<file path="src/logic/ioc_pkg.sv">
// Shared constants for the I/O cell capture block.
package ioc_pkg;

  // ==========================================================================
  // Register map (byte offsets on the APB side).
  localparam logic [7:0]  IOC_CTRL_OFS   = 8'h00;
  localparam logic [7:0]  IOC_STAT_OFS   = 8'h04;
  localparam logic [7:0]  IOC_DATA_OFS   = 8'h08;

  // ==========================================================================
  // Control register fields and reset value.
  localparam int          IOC_CTRL_DDR   = 0;
  localparam int          IOC_CTRL_DLY   = 1;
  localparam int          IOC_CTRL_STRM  = 3;
  localparam int          IOC_CTRL_W     = 4;
  localparam logic [3:0]  IOC_CTRL_RST   = 4'h0;

  // ==========================================================================
  // Status and data register fields.
  localparam int          IOC_ST_RISE    = 0;
  localparam int          IOC_ST_FALL    = 1;
  localparam int          IOC_ST_TRI     = 2;
  localparam int          IOC_ST_PIN     = 3;
  localparam int          IOC_ST_LVL     = 4;
  localparam int          IOC_ST_OVF     = 16;
  localparam int          IOC_DATA_VLD   = 31;

  // ==========================================================================
  // Delay line and stream sizing.
  localparam int          IOC_LAG_W      = 5;
  localparam int          IOC_LINE_LEN   = 33;
  localparam int          IOC_FIFO_DEPTH = 16;
  localparam int          IOC_FIFO_W     = 2;
  localparam int          IOC_LVL_W      = 6;

  typedef enum logic [1:0] {
    IOC_DLY_NONE  = 2'b00,
    IOC_DLY_FIXED = 2'b01,
    IOC_DLY_DYN   = 2'b10
  } ioc_dly_t;

endpackage : ioc_pkg

</file>
<file path="src/logic/ioc_cell.sv">
// Programmable I/O cell: input capture, output and tri-state registers.
//
// Overview of operation
// - The pin level reaches the core unregistered, as a plain signal and as a clock source.
// - In single rate mode one system-clock register captures the pin.
// - In double rate mode a rising-edge and a falling-edge register give two sample streams.
// - The rising sample leaves on the first output, the single rate or falling sample on the second.
// - A fixed delay may precede the capture, and bottom-edge cells also take a 5-bit run-time code.
// - A local set/reset initialises this cell's input, output and tri-state registers alone.
// - The core drives the first output bit always and the second only in double rate mode.
// - The core tri-state control passes through the tri-state register to the buffer.
// - One system clock clocks the input, output and tri-state registers.
//
// Decided for this implementation: the register offsets and the APB interface to the registers.
`timescale 1ns/10ps
module ioc_cell
  import ioc_pkg::*;
#(
  parameter bit         BOTTOM_EDGE = 1'b1,
  parameter int         FIXED_TAP   = 2,
  parameter logic       LSR_VAL     = 1'b0
) (
  input  wire logic                 clk,
  input  wire logic                 rst_n,
  input  wire logic                 psel,
  input  wire logic                 penable,
  input  wire logic                 pwrite,
  input  wire logic [7:0]           paddr,
  input  wire logic [31:0]          pwdata,
  input  wire logic [3:0]           pstrb,
  output logic [31:0]               prdata,
  output logic                      pready,
  output logic                      pslverr,
  input  wire logic                 cell_ce,
  input  wire logic                 local_rst,
  input  wire logic                 pin_in,
  output logic                      bypass_comb_in,
  output logic                      bypass_clock_in,
  output logic                      rise_sample,
  output logic                      fall_or_sdr_sample,
  input  wire logic [IOC_LAG_W-1:0] dynamic_lag_code,
  input  wire logic                 core_out_first,
  input  wire logic                 core_out_second,
  input  wire logic                 core_tristate,
  output logic                      pin_data,
  output logic                      pin_tristate,
  output logic                      stream_ready
);

  // ==========================================================================
  // Control register.
  logic [IOC_CTRL_W-1:0]    ctrl_r;
  logic                     ddr_mode;
  ioc_dly_t                 dly_mode;
  logic                     strm_en;

  assign ddr_mode = ctrl_r[IOC_CTRL_DDR];
  assign dly_mode = ioc_dly_t'(ctrl_r[IOC_CTRL_DLY +: 2]);
  assign strm_en  = ctrl_r[IOC_CTRL_STRM];

  // ==========================================================================
  // APB decode. Zero wait states; unmapped offsets answer with pslverr.
  logic                     acc;
  logic                     wr_acc;
  logic                     rd_acc;
  logic                     hit_ctrl;
  logic                     hit_stat;
  logic                     hit_data;
  logic                     hit_any;

  assign acc      = psel && penable;
  assign hit_ctrl = (paddr == IOC_CTRL_OFS);
  assign hit_stat = (paddr == IOC_STAT_OFS);
  assign hit_data = (paddr == IOC_DATA_OFS);
  assign hit_any  = hit_ctrl || hit_stat || hit_data;
  assign wr_acc   = acc && pwrite && hit_any;
  assign rd_acc   = acc && !pwrite && hit_any;
  assign pready   = 1'b1;
  assign pslverr  = acc && !hit_any;

  always_ff @(posedge clk or negedge rst_n) begin
    if (!rst_n) begin
      ctrl_r <= IOC_CTRL_RST;
    end else if (wr_acc && hit_ctrl && pstrb[0]) begin
      ctrl_r <= pwdata[IOC_CTRL_W-1:0];
    end
  end

  // ==========================================================================
  // Unregistered input path.
  assign bypass_comb_in  = pin_in;
  assign bypass_clock_in = pin_in;

  // ==========================================================================
  // Pin level seen by software through a three-stage synchroniser.
  logic                     pin_s1_r;
  logic                     pin_s2_r;
  logic                     pin_s3_r;
  logic                     pin_lvl_r;

  always_ff @(posedge clk or negedge rst_n) begin
    if (!rst_n) begin
      pin_s1_r  <= 1'b0;
      pin_s2_r  <= 1'b0;
      pin_s3_r  <= 1'b0;
      pin_lvl_r <= 1'b0;
    end else begin
      pin_s1_r <= pin_in;
      pin_s2_r <= pin_s1_r;
      pin_s3_r <= pin_s2_r;
      if (pin_s2_r == pin_s3_r) begin
        pin_lvl_r <= pin_s3_r;
      end
    end
  end

  // ==========================================================================
  // Delay line. Each tap is one system clock, so the delay is coarse; tap 0
  // is never selected because it is the metastable first stage.
  logic [IOC_LINE_LEN-1:0]  line_r;
  logic                     cap_d;
  logic [5:0]               dyn_tap;

  always_ff @(posedge clk or negedge rst_n) begin
    if (!rst_n) begin
      line_r <= '0;
    end else begin
      line_r <= {line_r[IOC_LINE_LEN-2:0], pin_in};
    end
  end

  assign dyn_tap = {1'b0, dynamic_lag_code} + 6'h01;

  always_comb begin
    cap_d = pin_in;
    unique case (dly_mode)
      IOC_DLY_FIXED: cap_d = line_r[FIXED_TAP];
      IOC_DLY_DYN: begin
        // Cells away from the bottom edge have no dynamic code; they fall back.
        if (BOTTOM_EDGE) begin
          cap_d = line_r[dyn_tap];
        end else begin
          cap_d = line_r[FIXED_TAP];
        end
      end
      default: cap_d = pin_in;
    endcase
  end

  // ==========================================================================
  // Input capture registers, all on the system clock.
  logic                     rise_r;
  logic                     fall_r;
  logic                     sdr_r;

  always_ff @(posedge clk or negedge rst_n) begin
    if (!rst_n) begin
      rise_r <= 1'b0;
      sdr_r  <= 1'b0;
    end else if (local_rst) begin
      rise_r <= LSR_VAL;
      sdr_r  <= LSR_VAL;
    end else if (cell_ce) begin
      if (ddr_mode) begin
        rise_r <= cap_d;
      end else begin
        sdr_r <= cap_d;
      end
    end
  end

  always_ff @(negedge clk or negedge rst_n) begin
    if (!rst_n) begin
      fall_r <= 1'b0;
    end else if (local_rst) begin
      fall_r <= LSR_VAL;
    end else if (cell_ce && ddr_mode) begin
      fall_r <= cap_d;
    end
  end

  assign rise_sample        = rise_r;
  assign fall_or_sdr_sample = ddr_mode ? fall_r : sdr_r;

  // ==========================================================================
  // Output and tri-state registers.
  logic                     out_first_r;
  logic                     out_second_r;
  logic                     tri_r;

  always_ff @(posedge clk or negedge rst_n) begin
    if (!rst_n) begin
      out_first_r  <= 1'b0;
      out_second_r <= 1'b0;
      tri_r        <= 1'b1;
    end else if (local_rst) begin
      out_first_r  <= LSR_VAL;
      out_second_r <= LSR_VAL;
      tri_r        <= LSR_VAL;
    end else if (cell_ce) begin
      out_first_r <= core_out_first;
      tri_r       <= core_tristate;
      if (ddr_mode) begin
        out_second_r <= core_out_second;
      end
    end
  end

  // The phase mux glitches if clk has poor duty cycle; it mirrors a DDR pad.
  assign pin_data     = (ddr_mode && !clk) ? out_second_r : out_first_r;
  assign pin_tristate = tri_r;

  // ==========================================================================
  // Sample stream into the FIFO, drained by reads of the data register.
  logic                     push_v;
  logic                     fifo_in_rdy;
  logic                     fifo_out_v;
  logic [IOC_FIFO_W-1:0]    fifo_out_d;
  logic                     pop;
  logic [IOC_LVL_W-1:0]     level;
  logic                     ovf_r;
  logic                     ovf_clr;

  assign push_v       = strm_en && cell_ce && !local_rst;
  assign pop          = rd_acc && hit_data && fifo_out_v;
  assign stream_ready = fifo_in_rdy;
  assign ovf_clr      = wr_acc && hit_stat && pwdata[IOC_ST_OVF];

  ioc_fifo #(
    .W     (IOC_FIFO_W),
    .DEPTH (IOC_FIFO_DEPTH)
  ) u_fifo (
    .clk       (clk),
    .rst_n     (rst_n),
    .in_valid  (push_v),
    .in_ready  (fifo_in_rdy),
    .in_data   ({fall_or_sdr_sample, rise_sample}),
    .out_valid (fifo_out_v),
    .out_ready (pop),
    .out_data  (fifo_out_d),
    .level     (level)
  );

  // A lost sample outranks a clear in the same cycle.
  always_ff @(posedge clk or negedge rst_n) begin
    if (!rst_n) begin
      ovf_r <= 1'b0;
    end else if (push_v && !fifo_in_rdy) begin
      ovf_r <= 1'b1;
    end else if (ovf_clr) begin
      ovf_r <= 1'b0;
    end
  end

  // ==========================================================================
  // Read data mux.
  always_comb begin
    prdata = 32'h0000_0000;
    if (rd_acc) begin
      if (hit_ctrl) begin
        prdata[IOC_CTRL_W-1:0] = ctrl_r;
      end
      if (hit_stat) begin
        prdata[IOC_ST_RISE]               = rise_sample;
        prdata[IOC_ST_FALL]               = fall_or_sdr_sample;
        prdata[IOC_ST_TRI]                = tri_r;
        prdata[IOC_ST_PIN]                = pin_lvl_r;
        prdata[IOC_ST_LVL +: IOC_LVL_W]   = level;
        prdata[IOC_ST_OVF]                = ovf_r;
      end
      if (hit_data) begin
        prdata[IOC_DATA_VLD]              = fifo_out_v;
        prdata[IOC_FIFO_W-1:0]            = fifo_out_d;
      end
    end
  end

  // ==========================================================================
  // Assertions.
  property p_bypass;
    @(posedge clk) disable iff (!rst_n)
      bypass_comb_in == pin_in && bypass_clock_in == pin_in;
  endproperty
  a_bypass: assert property (p_bypass) else $error("bypass differs from pin");

  property p_sdr_cap;
    @(posedge clk) disable iff (!rst_n)
      !ddr_mode && cell_ce && !local_rst ##1 !ddr_mode
        |-> fall_or_sdr_sample == $past(cap_d);
  endproperty
  a_sdr_cap: assert property (p_sdr_cap) else $error("sdr capture wrong");

  property p_ddr_rise;
    @(posedge clk) disable iff (!rst_n)
      ddr_mode && cell_ce && !local_rst |=> rise_sample == $past(cap_d);
  endproperty
  a_ddr_rise: assert property (p_ddr_rise) else $error("rise capture wrong");

  property p_ddr_fall;
    @(negedge clk) disable iff (!rst_n)
      ddr_mode && cell_ce && !local_rst |=> fall_r == $past(cap_d);
  endproperty
  a_ddr_fall: assert property (p_ddr_fall) else $error("fall capture wrong");

  property p_second_out;
    @(posedge clk) disable iff (!rst_n)
      fall_or_sdr_sample == (ddr_mode ? fall_r : sdr_r);
  endproperty
  a_second_out: assert property (p_second_out) else $error("second output mux");

  property p_fixed_dly;
    @(posedge clk) disable iff (!rst_n)
      dly_mode == IOC_DLY_FIXED ##2 dly_mode == IOC_DLY_FIXED
        |-> cap_d == $past(pin_in, FIXED_TAP + 1);
  endproperty
  a_fixed_dly: assert property (p_fixed_dly) else $error("fixed delay wrong");

  property p_lsr;
    @(posedge clk) disable iff (!rst_n)
      local_rst |=> out_first_r == LSR_VAL && tri_r == LSR_VAL && rise_r == LSR_VAL;
  endproperty
  a_lsr: assert property (p_lsr) else $error("local reset missed");

  property p_out_first;
    @(posedge clk) disable iff (!rst_n)
      cell_ce && !local_rst |=> out_first_r == $past(core_out_first);
  endproperty
  a_out_first: assert property (p_out_first) else $error("output data lost");

  property p_tri;
    @(posedge clk) disable iff (!rst_n)
      cell_ce && !local_rst |=> pin_tristate == $past(core_tristate);
  endproperty
  a_tri: assert property (p_tri) else $error("tri-state not forwarded");

  property p_hold;
    @(posedge clk) disable iff (!rst_n)
      !cell_ce && !local_rst |=> $stable(out_first_r) && $stable(rise_r) && $stable(sdr_r);
  endproperty
  a_hold: assert property (p_hold) else $error("register moved without enable");

  property p_phase_lo;
    @(posedge clk) disable iff (!rst_n)
      ddr_mode |-> pin_data == out_second_r;
  endproperty
  a_phase_lo: assert property (p_phase_lo) else $error("low phase bit wrong");

  property p_phase_hi;
    @(negedge clk) disable iff (!rst_n)
      ddr_mode |-> pin_data == out_first_r;
  endproperty
  a_phase_hi: assert property (p_phase_hi) else $error("high phase bit wrong");

  property p_ovf;
    @(posedge clk) disable iff (!rst_n)
      push_v && !fifo_in_rdy |=> ovf_r;
  endproperty
  a_ovf: assert property (p_ovf) else $error("overflow not flagged");

  c_ddr: cover property (@(posedge clk) ddr_mode && cell_ce ##1 ddr_mode && cell_ce);
  c_full: cover property (@(posedge clk) strm_en && !fifo_in_rdy);
  c_pop: cover property (@(posedge clk) pop);
  c_dyn: cover property (@(posedge clk) dly_mode == IOC_DLY_DYN && cell_ce);

endmodule : ioc_cell

</file>
<file path="src/logic/ioc_fifo.sv">
// Sample FIFO with a registered output stage.
`timescale 1ns/10ps
module ioc_fifo #(
  parameter int W     = 2,
  parameter int DEPTH = 16
) (
  input  wire logic                       clk,
  input  wire logic                       rst_n,
  input  wire logic                       in_valid,
  output logic                            in_ready,
  input  wire logic [W-1:0]               in_data,
  output logic                            out_valid,
  input  wire logic                       out_ready,
  output logic [W-1:0]                    out_data,
  output logic [$clog2(DEPTH+1):0]        level
);
  localparam int AW = $clog2(DEPTH);

  logic [W-1:0]             mem_r [DEPTH];
  logic [AW-1:0]            wptr_r;
  logic [AW-1:0]            rptr_r;
  logic [$clog2(DEPTH+1):0] cnt_r;
  logic                     push;
  logic                     load;

  // ==========================================================================
  // Handshakes. The output register adds one word of slack beyond DEPTH.
  assign in_ready = (cnt_r != DEPTH[$clog2(DEPTH+1):0]);
  assign push     = in_valid && in_ready;
  assign load     = (cnt_r != '0) && (!out_valid || out_ready);
  assign level    = cnt_r + {{$clog2(DEPTH+1){1'b0}}, out_valid};

  always_ff @(posedge clk) begin
    if (push) begin
      mem_r[wptr_r] <= in_data;
    end
  end

  always_ff @(posedge clk or negedge rst_n) begin
    if (!rst_n) begin
      wptr_r <= '0;
      rptr_r <= '0;
      cnt_r  <= '0;
    end else begin
      if (push) begin
        wptr_r <= wptr_r + 1'b1;
      end
      if (load) begin
        rptr_r <= rptr_r + 1'b1;
      end
      cnt_r <= cnt_r + {{$clog2(DEPTH+1){1'b0}}, push}
                     - {{$clog2(DEPTH+1){1'b0}}, load};
    end
  end

  always_ff @(posedge clk or negedge rst_n) begin
    if (!rst_n) begin
      out_valid <= 1'b0;
      out_data  <= '0;
    end else if (load) begin
      out_valid <= 1'b1;
      out_data  <= mem_r[rptr_r];
    end else if (out_ready) begin
      out_valid <= 1'b0;
    end
  end

  property p_fifo_bound;
    @(posedge clk) disable iff (!rst_n)
      cnt_r <= DEPTH;
  endproperty
  a_fifo_bound: assert property (p_fifo_bound) else $error("fifo count overran depth");

endmodule : ioc_fifo

</file>
<file path="config.mk">
export PLATFORM = sky130hd
export DESIGN_NAME = ioc_cell
export DESIGN_NICKNAME = d
export VERILOG_FILES = /design/src/logic/ioc_pkg.sv /design/src/logic/ioc_cell.sv /design/src/logic/ioc_fifo.sv
export SDC_FILE = /design/constraint.sdc
export NUM_CORES = 1
export LEC_CHECK = 0
export ABC_AREA = 1
export BUFFER_PORTS_ARGS = -buffer_cell sky130_fd_sc_hd__clkbuf_2
export CORE_ASPECT_RATIO = 0.8
export CORE_UTILIZATION = 25
export DETAILED_ROUTE_END_ITERATION = 16
export PLACE_DENSITY_LB_ADDON = 0.25
export SKIP_LAST_GASP = 1
export SLEW_MARGIN = 20
export SYNTH_ARGS = -nofsm -noshare
export SYNTH_HDL_FRONTEND = slang
export SYNTH_SLANG_ARGS = --single-unit
</file>
<file path="constraint.sdc">
create_clock -name clk -period 2.9 [get_ports clk]
set_input_delay 0.58 -clock clk [delete_from_list [all_inputs] [get_ports clk]]
set_output_delay 0.58 -clock clk [all_outputs]
set_load 0.005 [all_outputs]
</file>
==> results.sh, run 1 <==
export IMPL_drtIter0Drc=135
export IMPL_slew_headroom=0.469
export IMPL_cp_arrival_ps=2910
export IMPL_async_flop_share=0.660
export IMPL_wirelength_um=10800
export IMPL_path_max_fanout=2
export IMPL_initial_core_util=0.256
export IMPL_multi_input_comb_area_mm2=0.00192
export IMPL_wl_met3_um=455
export IMPL_pin_count=101
export IMPL_fillers=1825
export IMPL_slew_violations=0
export IMPL_yosysWarnings=0
export IMPL_skew_ps=30.0
export IMPL_peakVddDrop_v=0.000282
export IMPL_final_cell_area_mm2=0.00608
export IMPL_die_x_um=155
export IMPL_ant_nets=0
export IMPL_clkTransAtPathRegs_ps=60
export IMPL_synth_distinct_cells=43
export IMPL_diodes=0
export IMPL_grt_pass1_wl_um=17400
export IMPL_final_core_util=0.334
export IMPL_top_layer="met4"
export IMPL_path_class="reg -> out"
export IMPL_wl_met2_um=4730
export IMPL_track_usage=0.122
export IMPL_p_per_area_mw_per_mm2=695
export IMPL_first_global_vias=3362
export IMPL_final_seq_area_mm2=0.00251
export IMPL_viasPerCell=4.11
export IMPL_drive_gt1_frac=0.260
export IMPL_cp_start_kind="flip-flop"
export IMPL_postSynthAreaPerCell_um2=9.68
export IMPL_status="complete, but fails checks"
export IMPL_gr_total_overflow=0
export IMPL_totalPowerFinal_mw=4.23
export IMPL_critPathRequiredTime_ps=2320
export IMPL_met1Wirelength_um=5430
export IMPL_gp_congestion=0.778
export IMPL_clkLatencyLatePin_ps=480
export IMPL_design_core_area_mm2=0.0182
export IMPL_worstHoldPathType="in -> reg"
export IMPL_fp_dieH_um=124
export IMPL_grt_max_degree=62
export IMPL_rsz0062_at_grt="yes"
export IMPL_maxCapViolCount=0
export IMPL_die_area_mm2=0.0192
export IMPL_synth_main_ff_cell="dfrtp_1"
export IMPL_rows=44
export IMPL_detailed_place_hpwl_um=7570
export IMPL_place_area_mm2=0.00527
export IMPL_synth_edff_count=32
export IMPL_tightestPinTransition_ps=796
export IMPL_setup_viol_count_final=4
export IMPL_postCtsHoldBufs=0
export IMPL_drc=0
export IMPL_final_nets=651
export IMPL_antenna_found_initial=0
export IMPL_endpoint_kind="output port"
export IMPL_cts_tree="built"
export IMPL_hold_viol=0
export IMPL_syn_to_final_growth_pct=30.1
export IMPL_violations="negative setup slack"
export IMPL_leakagePower_nw=2.79
export IMPL_ys_seq_area_frac=0.538
export IMPL_post_drt_wl_per_cell_um=13.1
export IMPL_port_buffers=49
export IMPL_syn_area_mm2=0.00467
export IMPL_ys_ff_latch=94
export IMPL_layout_setup_ws_ps=-590
export IMPL_syn_inst=483
export IMPL_first_pass_iters=4
export IMPL_vias=3401
export IMPL_fin_worst_hold_slack_ps=303
==> per-layer routing <==
metal,vias up,global-route usage
met2,91,0.170
met4,0,0.0728
met5,-,0
met3,20,0.0331
li1,1705,-
met1,1585,0.166
==> sequential cells by signal, summed over array words and instances (netlist names) <==
| name | cells |
|---|---|
| out_second_r | 1 |
| sdr_r | 1 |
| u_fifo.cnt_r | 6 |
| fall_r | 1 |
| out_first_r | 1 |
| line_r | 33 |
| rise_sample | 1 |
| u_fifo.out_valid | 1 |
| ctrl_r | 4 |
| u_fifo.rptr_r | 4 |
| u_fifo.mem_r | 32 |
| u_fifo.out_data | 2 |
| pin_tristate | 1 |
| ovf_r | 1 |
| pin_lvl_r | 1 |
| u_fifo.wptr_r | 4 |
==> per-stage QoR <==
stage / instances / setup TNS [ps] / worst slack (ps)
after floorplan: 502 / -306 / -282
after global placement: 790 / -773 / -527
after detailed placement: 790 / -769 / -534
after CTS: 823 / -1730 / -647
after global routing: 827 / -1900 / -697
final: 827 / -1600 / -590
==> cells by family after synthesis <==
family / after synthesis / synth area share
and+or+nand+nor: 203 / 0.187
DFF: 94 / 0.538
buffers and inverters: 89 / 0.0983
AOI/OAI and AO/OA: 51 / 0.0693
adders and majority gates: 23 / 0.0632
xor gates and xnor gates: 16 / 0.0316
muxes: 5 / 0.0107
other: 2 / 0.00161
==> critical path, stage by stage, from the launching register on <==
cell	delay, ps
dfrtn_1	420
nand2_2	70
nand2_4	70
a221oi_2	60
a211oi_2	210
clkbuf_2	160
==> final cells by class <==
class,count,share of cell area
Clock buffer,25,0.0860
Clock inverter,3,0.00720
Inverter,57,0.0389
Multi-Input combinational cell,319,0.316
Sequential cell,94,0.413
Tap cell,253,0.0521
Timing Repair Buffer,76,0.0866
==> path summary, 6_finish.rpt <==
check / startpoint / endpoint / slack (ps) / cells after the start
worst max-delay path: fall_r / prdata[1] / -590 / 5
worst min-delay path: pin_in / line_r[0] / 300 / 1
worst max register to register: line_r[25] / fall_r / 20 / 12
worst min register to register: line_r[13] / line_r[14] / 370 / 0
max in group asynchronous: rst_n / fall_r / 1490 / 1
min in group asynchronous: rst_n / line_r[17] / 400 / 2
==> power breakdown <==
group          leakage (nW)  switching [mW]  total [mW]  internal [mW]
Clock                 0.281           0.556        1.69           1.14
Sequential             1.01           0.135        1.62           1.49
Combinational          1.50           0.514       0.911          0.397
Total                  2.79            1.21        4.23           3.02
==> cell usage in the layout (no fill, tap or decap), drive strengths merged, types with 2 or more instances in the layout <==
cell    count
o221ai      5
a31oi       3
a221oi      2
edfxtp     32
mux2i       5
a211oi      3
a21oi      10
o31ai       2
dfrtp      60
o211ai      3
inv        54
clkbuf     70
conb       21
xnor2       4
buf        31
clkinv      5
nor2       56
nand3      32
nand4       3
ha         22
o32ai       3
o21ai      19
nand2     109
xor2       12
==> cell usage after synthesis (4+ instances only) <==
cell type	instances	share of area
o221ai_1	5	0.0094
nand2_2	5	0.0067
ha_1	22	0.059
buf_4	23	0.037
o21ai_1	5	0.0054
buf_2	5	0.0054
nor2_2	4	0.0054
nand3_1	30	0.032
o21ai_0	14	0.015
inv_1	53	0.043
mux2i_1	5	0.011
xor2_1	11	0.021
xnor2_1	4	0.0075
nand2_1	103	0.083
dfrtp_1	60	0.32
nor2_1	52	0.042
edfxtp_1	32	0.21
a21oi_1	10	0.011
==> repair_timing <==
item,CTS,global route
pin swaps,3,14
endpoints found under the setup margin,4,4
resized for setup,10,30
gates cloned,0,1
buffers inserted,6,4
(Power assumes the default switching activity.)
==> run 2: changes to the inputs <==
- clock period: 2.9 -> 3.25 ns (I/O delays scaled with it)
==> results.sh, run 2 (synthesized netlist as in run 1, its figures left out) <==
export IMPL_status="complete, but fails checks"
export IMPL_violations="negative setup slack"
export IMPL_gr_total_overflow=0
export IMPL_slew_violations=0
export IMPL_startpoint="fall_r"
export IMPL_postCtsHoldBufs=0
export IMPL_syn_to_final_growth_pct=24.6
export IMPL_layout_setup_ws_ps=-609
export IMPL_maxCapViolCount=0
export IMPL_cp_start_kind="flip-flop"
export IMPL_first_pass_iters=4
export IMPL_clkTransAtPathRegs_ps=70
export IMPL_stdcell_count=821
export IMPL_slowest_delay_ps=340
export IMPL_port_buffers=49
export IMPL_drc=0
export IMPL_skew_ps=29.0
export IMPL_initial_core_util=0.256
export IMPL_final_common_cell="nand2_1"
export IMPL_track_usage=0.127
export IMPL_diodes=0
export IMPL_fp_dieH_um=124
export IMPL_antenna_found_initial=0
export IMPL_drive_gt1_frac=0.227
export IMPL_die_area_mm2=0.0192
export IMPL_clkLatencyLatePin_ps=480
export IMPL_cp_arrival_ps=3210
export IMPL_busiest_layer="met2"
export IMPL_design_core_area_mm2=0.0182
export IMPL_path_class="reg -> out"
export IMPL_grt_pass1_wl_um=17900
export IMPL_final_cell_mix="nand2_1, dfrtp_1, inv_1, nor2_1, clkbuf_2"
export IMPL_worstHoldPathType="in -> reg"
export IMPL_vias=3417
export IMPL_wirelength_um=11000
export IMPL_crit_end="prdata[1]"
export IMPL_dp_cells=792
export IMPL_tightestPinTransition_ps=767
export IMPL_fin_worst_hold_slack_ps=338
export IMPL_top_register="line_r"
export IMPL_crit_chain="nand2_1 > nand2_2 > a221oi_2 > a211oi_2 > buf_4 > clkbuf_2"
export IMPL_reg2regPathDepth=12
export IMPL_slew_headroom=0.489
export IMPL_r2r_start="line_r[1]"
export IMPL_peakVddDrop_v=0.000259
export IMPL_p_per_area_mw_per_mm2=598
export IMPL_cp_slowest_cell="dfrtn_1"
export IMPL_first_global_vias=3458
export IMPL_detailed_place_hpwl_um=8020
export IMPL_dp_slack_ps=-476
export IMPL_pin_count=101
export IMPL_leakagePower_nw=2.66
export IMPL_path_max_fanout=2
export IMPL_hold_viol=0
export IMPL_use_met1=0.161
export IMPL_ant_nets=0
export IMPL_endpoint_kind="output port"
export IMPL_reg2reg_to="fall_r"
export IMPL_crit_cells=6
export IMPL_largestRegisters="line_r (33), u_fifo.mem_r (32), u_fifo.cnt_r (6)"
export IMPL_post_drt_wl_per_cell_um=13.4
export IMPL_rows=44
export IMPL_setup_viol_count_final=2
export IMPL_grtUsageMet2=0.184
export IMPL_grt_max_degree=62
export IMPL_largest_reg_flops=33
export IMPL_grt_use_met3=0.0452
export IMPL_gp_congestion=0.816
export IMPL_crit_buf_inv=2
export IMPL_critPathRequiredTime_ps=2600
export IMPL_drtIter0Drc=204
export IMPL_viasPerCell=4.16
export IMPL_rsz0062_at_grt="yes"
export IMPL_final_nets=645
export IMPL_path_delay_family="compound AO/OA/AOI/OAI gates"
export IMPL_reg2reg_setup_slack_ps=280
export IMPL_cts_tree="built"
export IMPL_die_x_um=155
-- run 2: worst min path at each step --
stage / start / slack (ps) / depth (start not counted) / to
3_3_place_gp: line_r[14] / 360 / 0 / line_r[15]
3_5_place_dp: line_r[15] / 360 / 0 / line_r[16]
6_report: pin_in / 340 / 1 / line_r[0]
5_1_grt: pin_in / 330 / 1 / line_r[0]
2_1_floorplan: rst_n / 350 / 0 / ctrl_r[0]
4_1_cts: pin_in / 330 / 1 / line_r[0]
-- run 2: final cells by class --
type                       count  area, µm²
inverter                      57        236
fill                        1877      12400
clock inverter                 6       38.8
tap                          253        317
sequential                    94       2510
timing repair buffer          75        490
multi-input combinational    319       1860
clock buffer                  17        363
-- run 2: where the power goes --
group          leakage, nW  internal, mW  switching (mW)
Combinational         1.46         0.345           0.451
Sequential            1.01          1.33           0.117
Clock                0.193         0.727           0.515
-- run 2: what timing repair did --
| item | CTS | global route |
|---|---|---|
| hold endpoints to repair | 0 | 0 |
| resized for setup | 10 | 21 |
| endpoints found under the setup margin | 3 | 4 |
| pin swaps | 1 | 11 |
| buffers inserted | 2 | 5 |
-- run 2: per-stage QoR --
step | setup TNS, ps | total power [mW] | util | area, µm²
final | -1090 | 3.48 | 0.320 | 5820
after global routing | -1300 | 3.71 | 0.320 | 5820
after CTS | -1060 | 3.52 | 0.315 | 5740
after detailed placement | -728 | 2.24 | 0.289 | 5260
after global placement | -756 | 2.22 | 0.289 | 5260
after floorplan | -177 | 2.05 | - | 4780
-- run 2: per-layer routing --
metal | vias to the layer above | routed length, µm
met5 | - | 0
met4 | 0 | 263
met3 | 16 | 478
met2 | 85 | 4920
met1 | 1622 | 5350
li1 | 1694 | -
==> run 3: changes to the inputs <==
- ABC_AREA: 1 -> unset
==> results.sh, run 3 <==
export IMPL_final_nets=528
export IMPL_synth_top_family_by_area="simple AND/OR/NAND/NOR gates"
export IMPL_wirelength_um=10100
export IMPL_worstHoldPathType="reg -> reg"
export IMPL_final_cell_mix="dfrtp_1, clkbuf_2, buf_4, edfxtp_1, nand2_1"
export IMPL_synth_main_ff_cell="dfrtp_1"
export IMPL_path_class="reg -> out"
export IMPL_rows=44
export IMPL_final_common_cell="dfrtp_1"
export IMPL_synth_xor_area_share=0.0300
export IMPL_tightestPinTransition_ps=790
export IMPL_syn_area_mm2=0.00464
export IMPL_yosysWarnings=0
export IMPL_post_synth_top_area_fraction=0.324
export IMPL_critPathRequiredTime_ps=2600
export IMPL_ys_seq_area_frac=0.542
export IMPL_slew_violations=0
export IMPL_fp_dieH_um=124
export IMPL_pwr_share_seq=0.424
export IMPL_stdcell_count=680
export IMPL_syn_to_final_growth_pct=24.4
export IMPL_slew_headroom=0.473
export IMPL_die_x_um=154
export IMPL_cts_tree="built"
export IMPL_drive_gt1_frac=0.320
export IMPL_synth_compound_area_share=0.0475
export IMPL_largest_reg_flops=33
export IMPL_ys_ff_latch=94
export IMPL_synthMuxAreaShare=0.116
export IMPL_initial_core_util=0.255
export IMPL_fillers=1807
export IMPL_dp_cells=655
export IMPL_track_usage=0.117
export IMPL_drc=0
export IMPL_dp_slack_ps=-725
export IMPL_yosys_area_top_type="dfrtp_1"
export IMPL_endpoint_kind="output port"
export IMPL_largestRegisters="line_r (33), u_fifo.mem_r (32), u_fifo.cnt_r (6)"
export IMPL_synth_most_common_cell="dfrtp_1"
export IMPL_first_global_vias=3160
export IMPL_leakagePower_nw=2.56
export IMPL_p_sw_mw=0.781
export IMPL_async_flop_share=0.660
export IMPL_top_register="line_r"
export IMPL_synth_edff_count=32
export IMPL_post_drt_wl_per_cell_um=14.8
export IMPL_vias=2928
export IMPL_path_max_fanout=2
export IMPL_grt_max_degree=62
export IMPL_viasPerCell=4.31
export IMPL_clkPwrFrac=0.424
export IMPL_port_buffers=49
export IMPL_status="complete, but fails checks"
export IMPL_grt_pass1_wl_um=16600
export IMPL_combPwrFrac=0.151
export IMPL_reg2regPathDepth=5
export IMPL_diodes=0
export IMPL_synth_distinct_cells=57
export IMPL_fin_worst_hold_slack_ps=370
export IMPL_fin_tns_setup_ps=-1050
export IMPL_synth_fa_ha_area_frac=0.0658
export IMPL_design_core_area_mm2=0.0182
export IMPL_maxCapViolCount=0
export IMPL_antenna_found_initial=0
export IMPL_synthTopCellsByArea="dfrtp_1, edfxtp_1, mux4_2"
export IMPL_violations="negative setup slack"
export IMPL_final_core_util=0.318
export IMPL_yosys_area_share_simple=0.133
export IMPL_gp_congestion=0.754
export IMPL_setup_viol_count_final=3
export IMPL_drtIter0Drc=120
export IMPL_hold_viol=0
export IMPL_layout_setup_ws_ps=-458
export IMPL_syn_inst=361
export IMPL_holdPathStages=0
export IMPL_synthTopCellsByCount="dfrtp_1, edfxtp_1, nand2_1"
export IMPL_detailed_place_hpwl_um=7450
export IMPL_cp_arrival_ps=3060
export IMPL_p_per_area_mw_per_mm2=544
export IMPL_pin_count=101
export IMPL_ant_nets=0
export IMPL_die_area_mm2=0.0191
export IMPL_cp_start_kind="flip-flop"
export IMPL_postCtsHoldBufs=0
export IMPL_sw_frac_of_total=0.249
export IMPL_postSynthAreaPerCell_um2=12.8
export IMPL_rsz0062_at_grt="yes"
export IMPL_first_pass_iters=4
export IMPL_peakVddDrop_v=0.000266
export IMPL_skew_ps=26.3
export IMPL_clkTransAtPathRegs_ps=60
export IMPL_intPower_mw=2.36
export IMPL_clkLatencyLatePin_ps=470
export IMPL_gr_total_overflow=0
## run 3: changes by cell type in the layout (fill, tap and decap cells not counted), sizes merged, moves of 9 or more
cell / before / now
nand2: 109 / 26
and2: 0 / 17
mux2: 0 / 9
nor2: 56 / 20
nand3: 32 / 10
o21ai: 19 / 5
inv: 54 / 16
mux4: 0 / 15
## run 3: through the flow
stage | instance area, µm² | power [mW]
after floorplan | 4770 | 1.68
after global placement | 5260 | 1.81
after detailed placement | 5260 | 1.82
after CTS | 5760 | 3.17
after global routing | 5770 | 3.31
final | 5770 | 3.14
## run 3: cell type report
class | count | area [µm²] | area share
clock buffer | 14 | 309 | 0.0536
clock inverter | 6 | 93.8 | 0.0163
inverter | 14 | 52.6 | 0.00911
multi-input combinational | 238 | 1960 | 0.340
sequential | 94 | 2510 | 0.436
tap | 230 | 288 | 0.0499
timing repair buffer | 84 | 551 | 0.0954
## run 3: path summary, 6_finish.rpt
check	startpoint	end	slack [ps]
max	fall_r	prdata[1]	-460
max in group asynchronous	rst_n	fall_r	1620
min	line_r[27]	line_r[28]	370
max reg2reg	line_r[18]	fall_r	-10
min reg2reg	line_r[27]	line_r[28]	370
min in group asynchronous	rst_n	line_r[18]	440
## run 3: critical path, stage by stage (launching register included)
cell,delay (ps)
dfrtn_1,430
mux2_4,200
nand3_2,80
a21oi_2,130
clkbuf_2,130
## run 3: power groups by stage
stage	Sequential [mW]	Clock, mW	Combinational, mW
2_1_floorplan	1.34	0.00443	0.340
3_3_place_gp	1.36	0.00501	0.448
3_5_place_dp	1.36	0.00501	0.460
4_1_cts	1.33	1.36	0.480
5_1_grt	1.34	1.42	0.544
6_report	1.33	1.33	0.475
## run 3: logic make-up (layout without fill, tap and decap cells)
group / after synthesis / after routing
other cells: 2 / 21
fa+ha+maj: 24 / 24
xor+xnor: 15 / 15
simple gates: 111 / 111
flops: 94 / 94
compound gates: 33 / 33
mux: 34 / 34
buf+inv: 48 / 118
## run 3: per-layer routing
layer / track usage / share of wire / routed length (µm) / vias to the layer above
met1: 0.156 / 0.50 / 5050 / 1448
met2: 0.184 / 0.45 / 4550 / 76
met5: 0 / 0 / 0 / -
li1: - / - / - / 1399
met4: 0.0390 / 0.0046 / 46 / 0
met3: 0.0317 / 0.044 / 444 / 5
## run 3: timing repair
item / CTS / global route
resized for setup: 8 / 3
hold endpoints to repair: 0 / 0
buffers inserted: 5 / 1
setup endpoints to repair: 3 / 7
pin swaps: 6 / 4
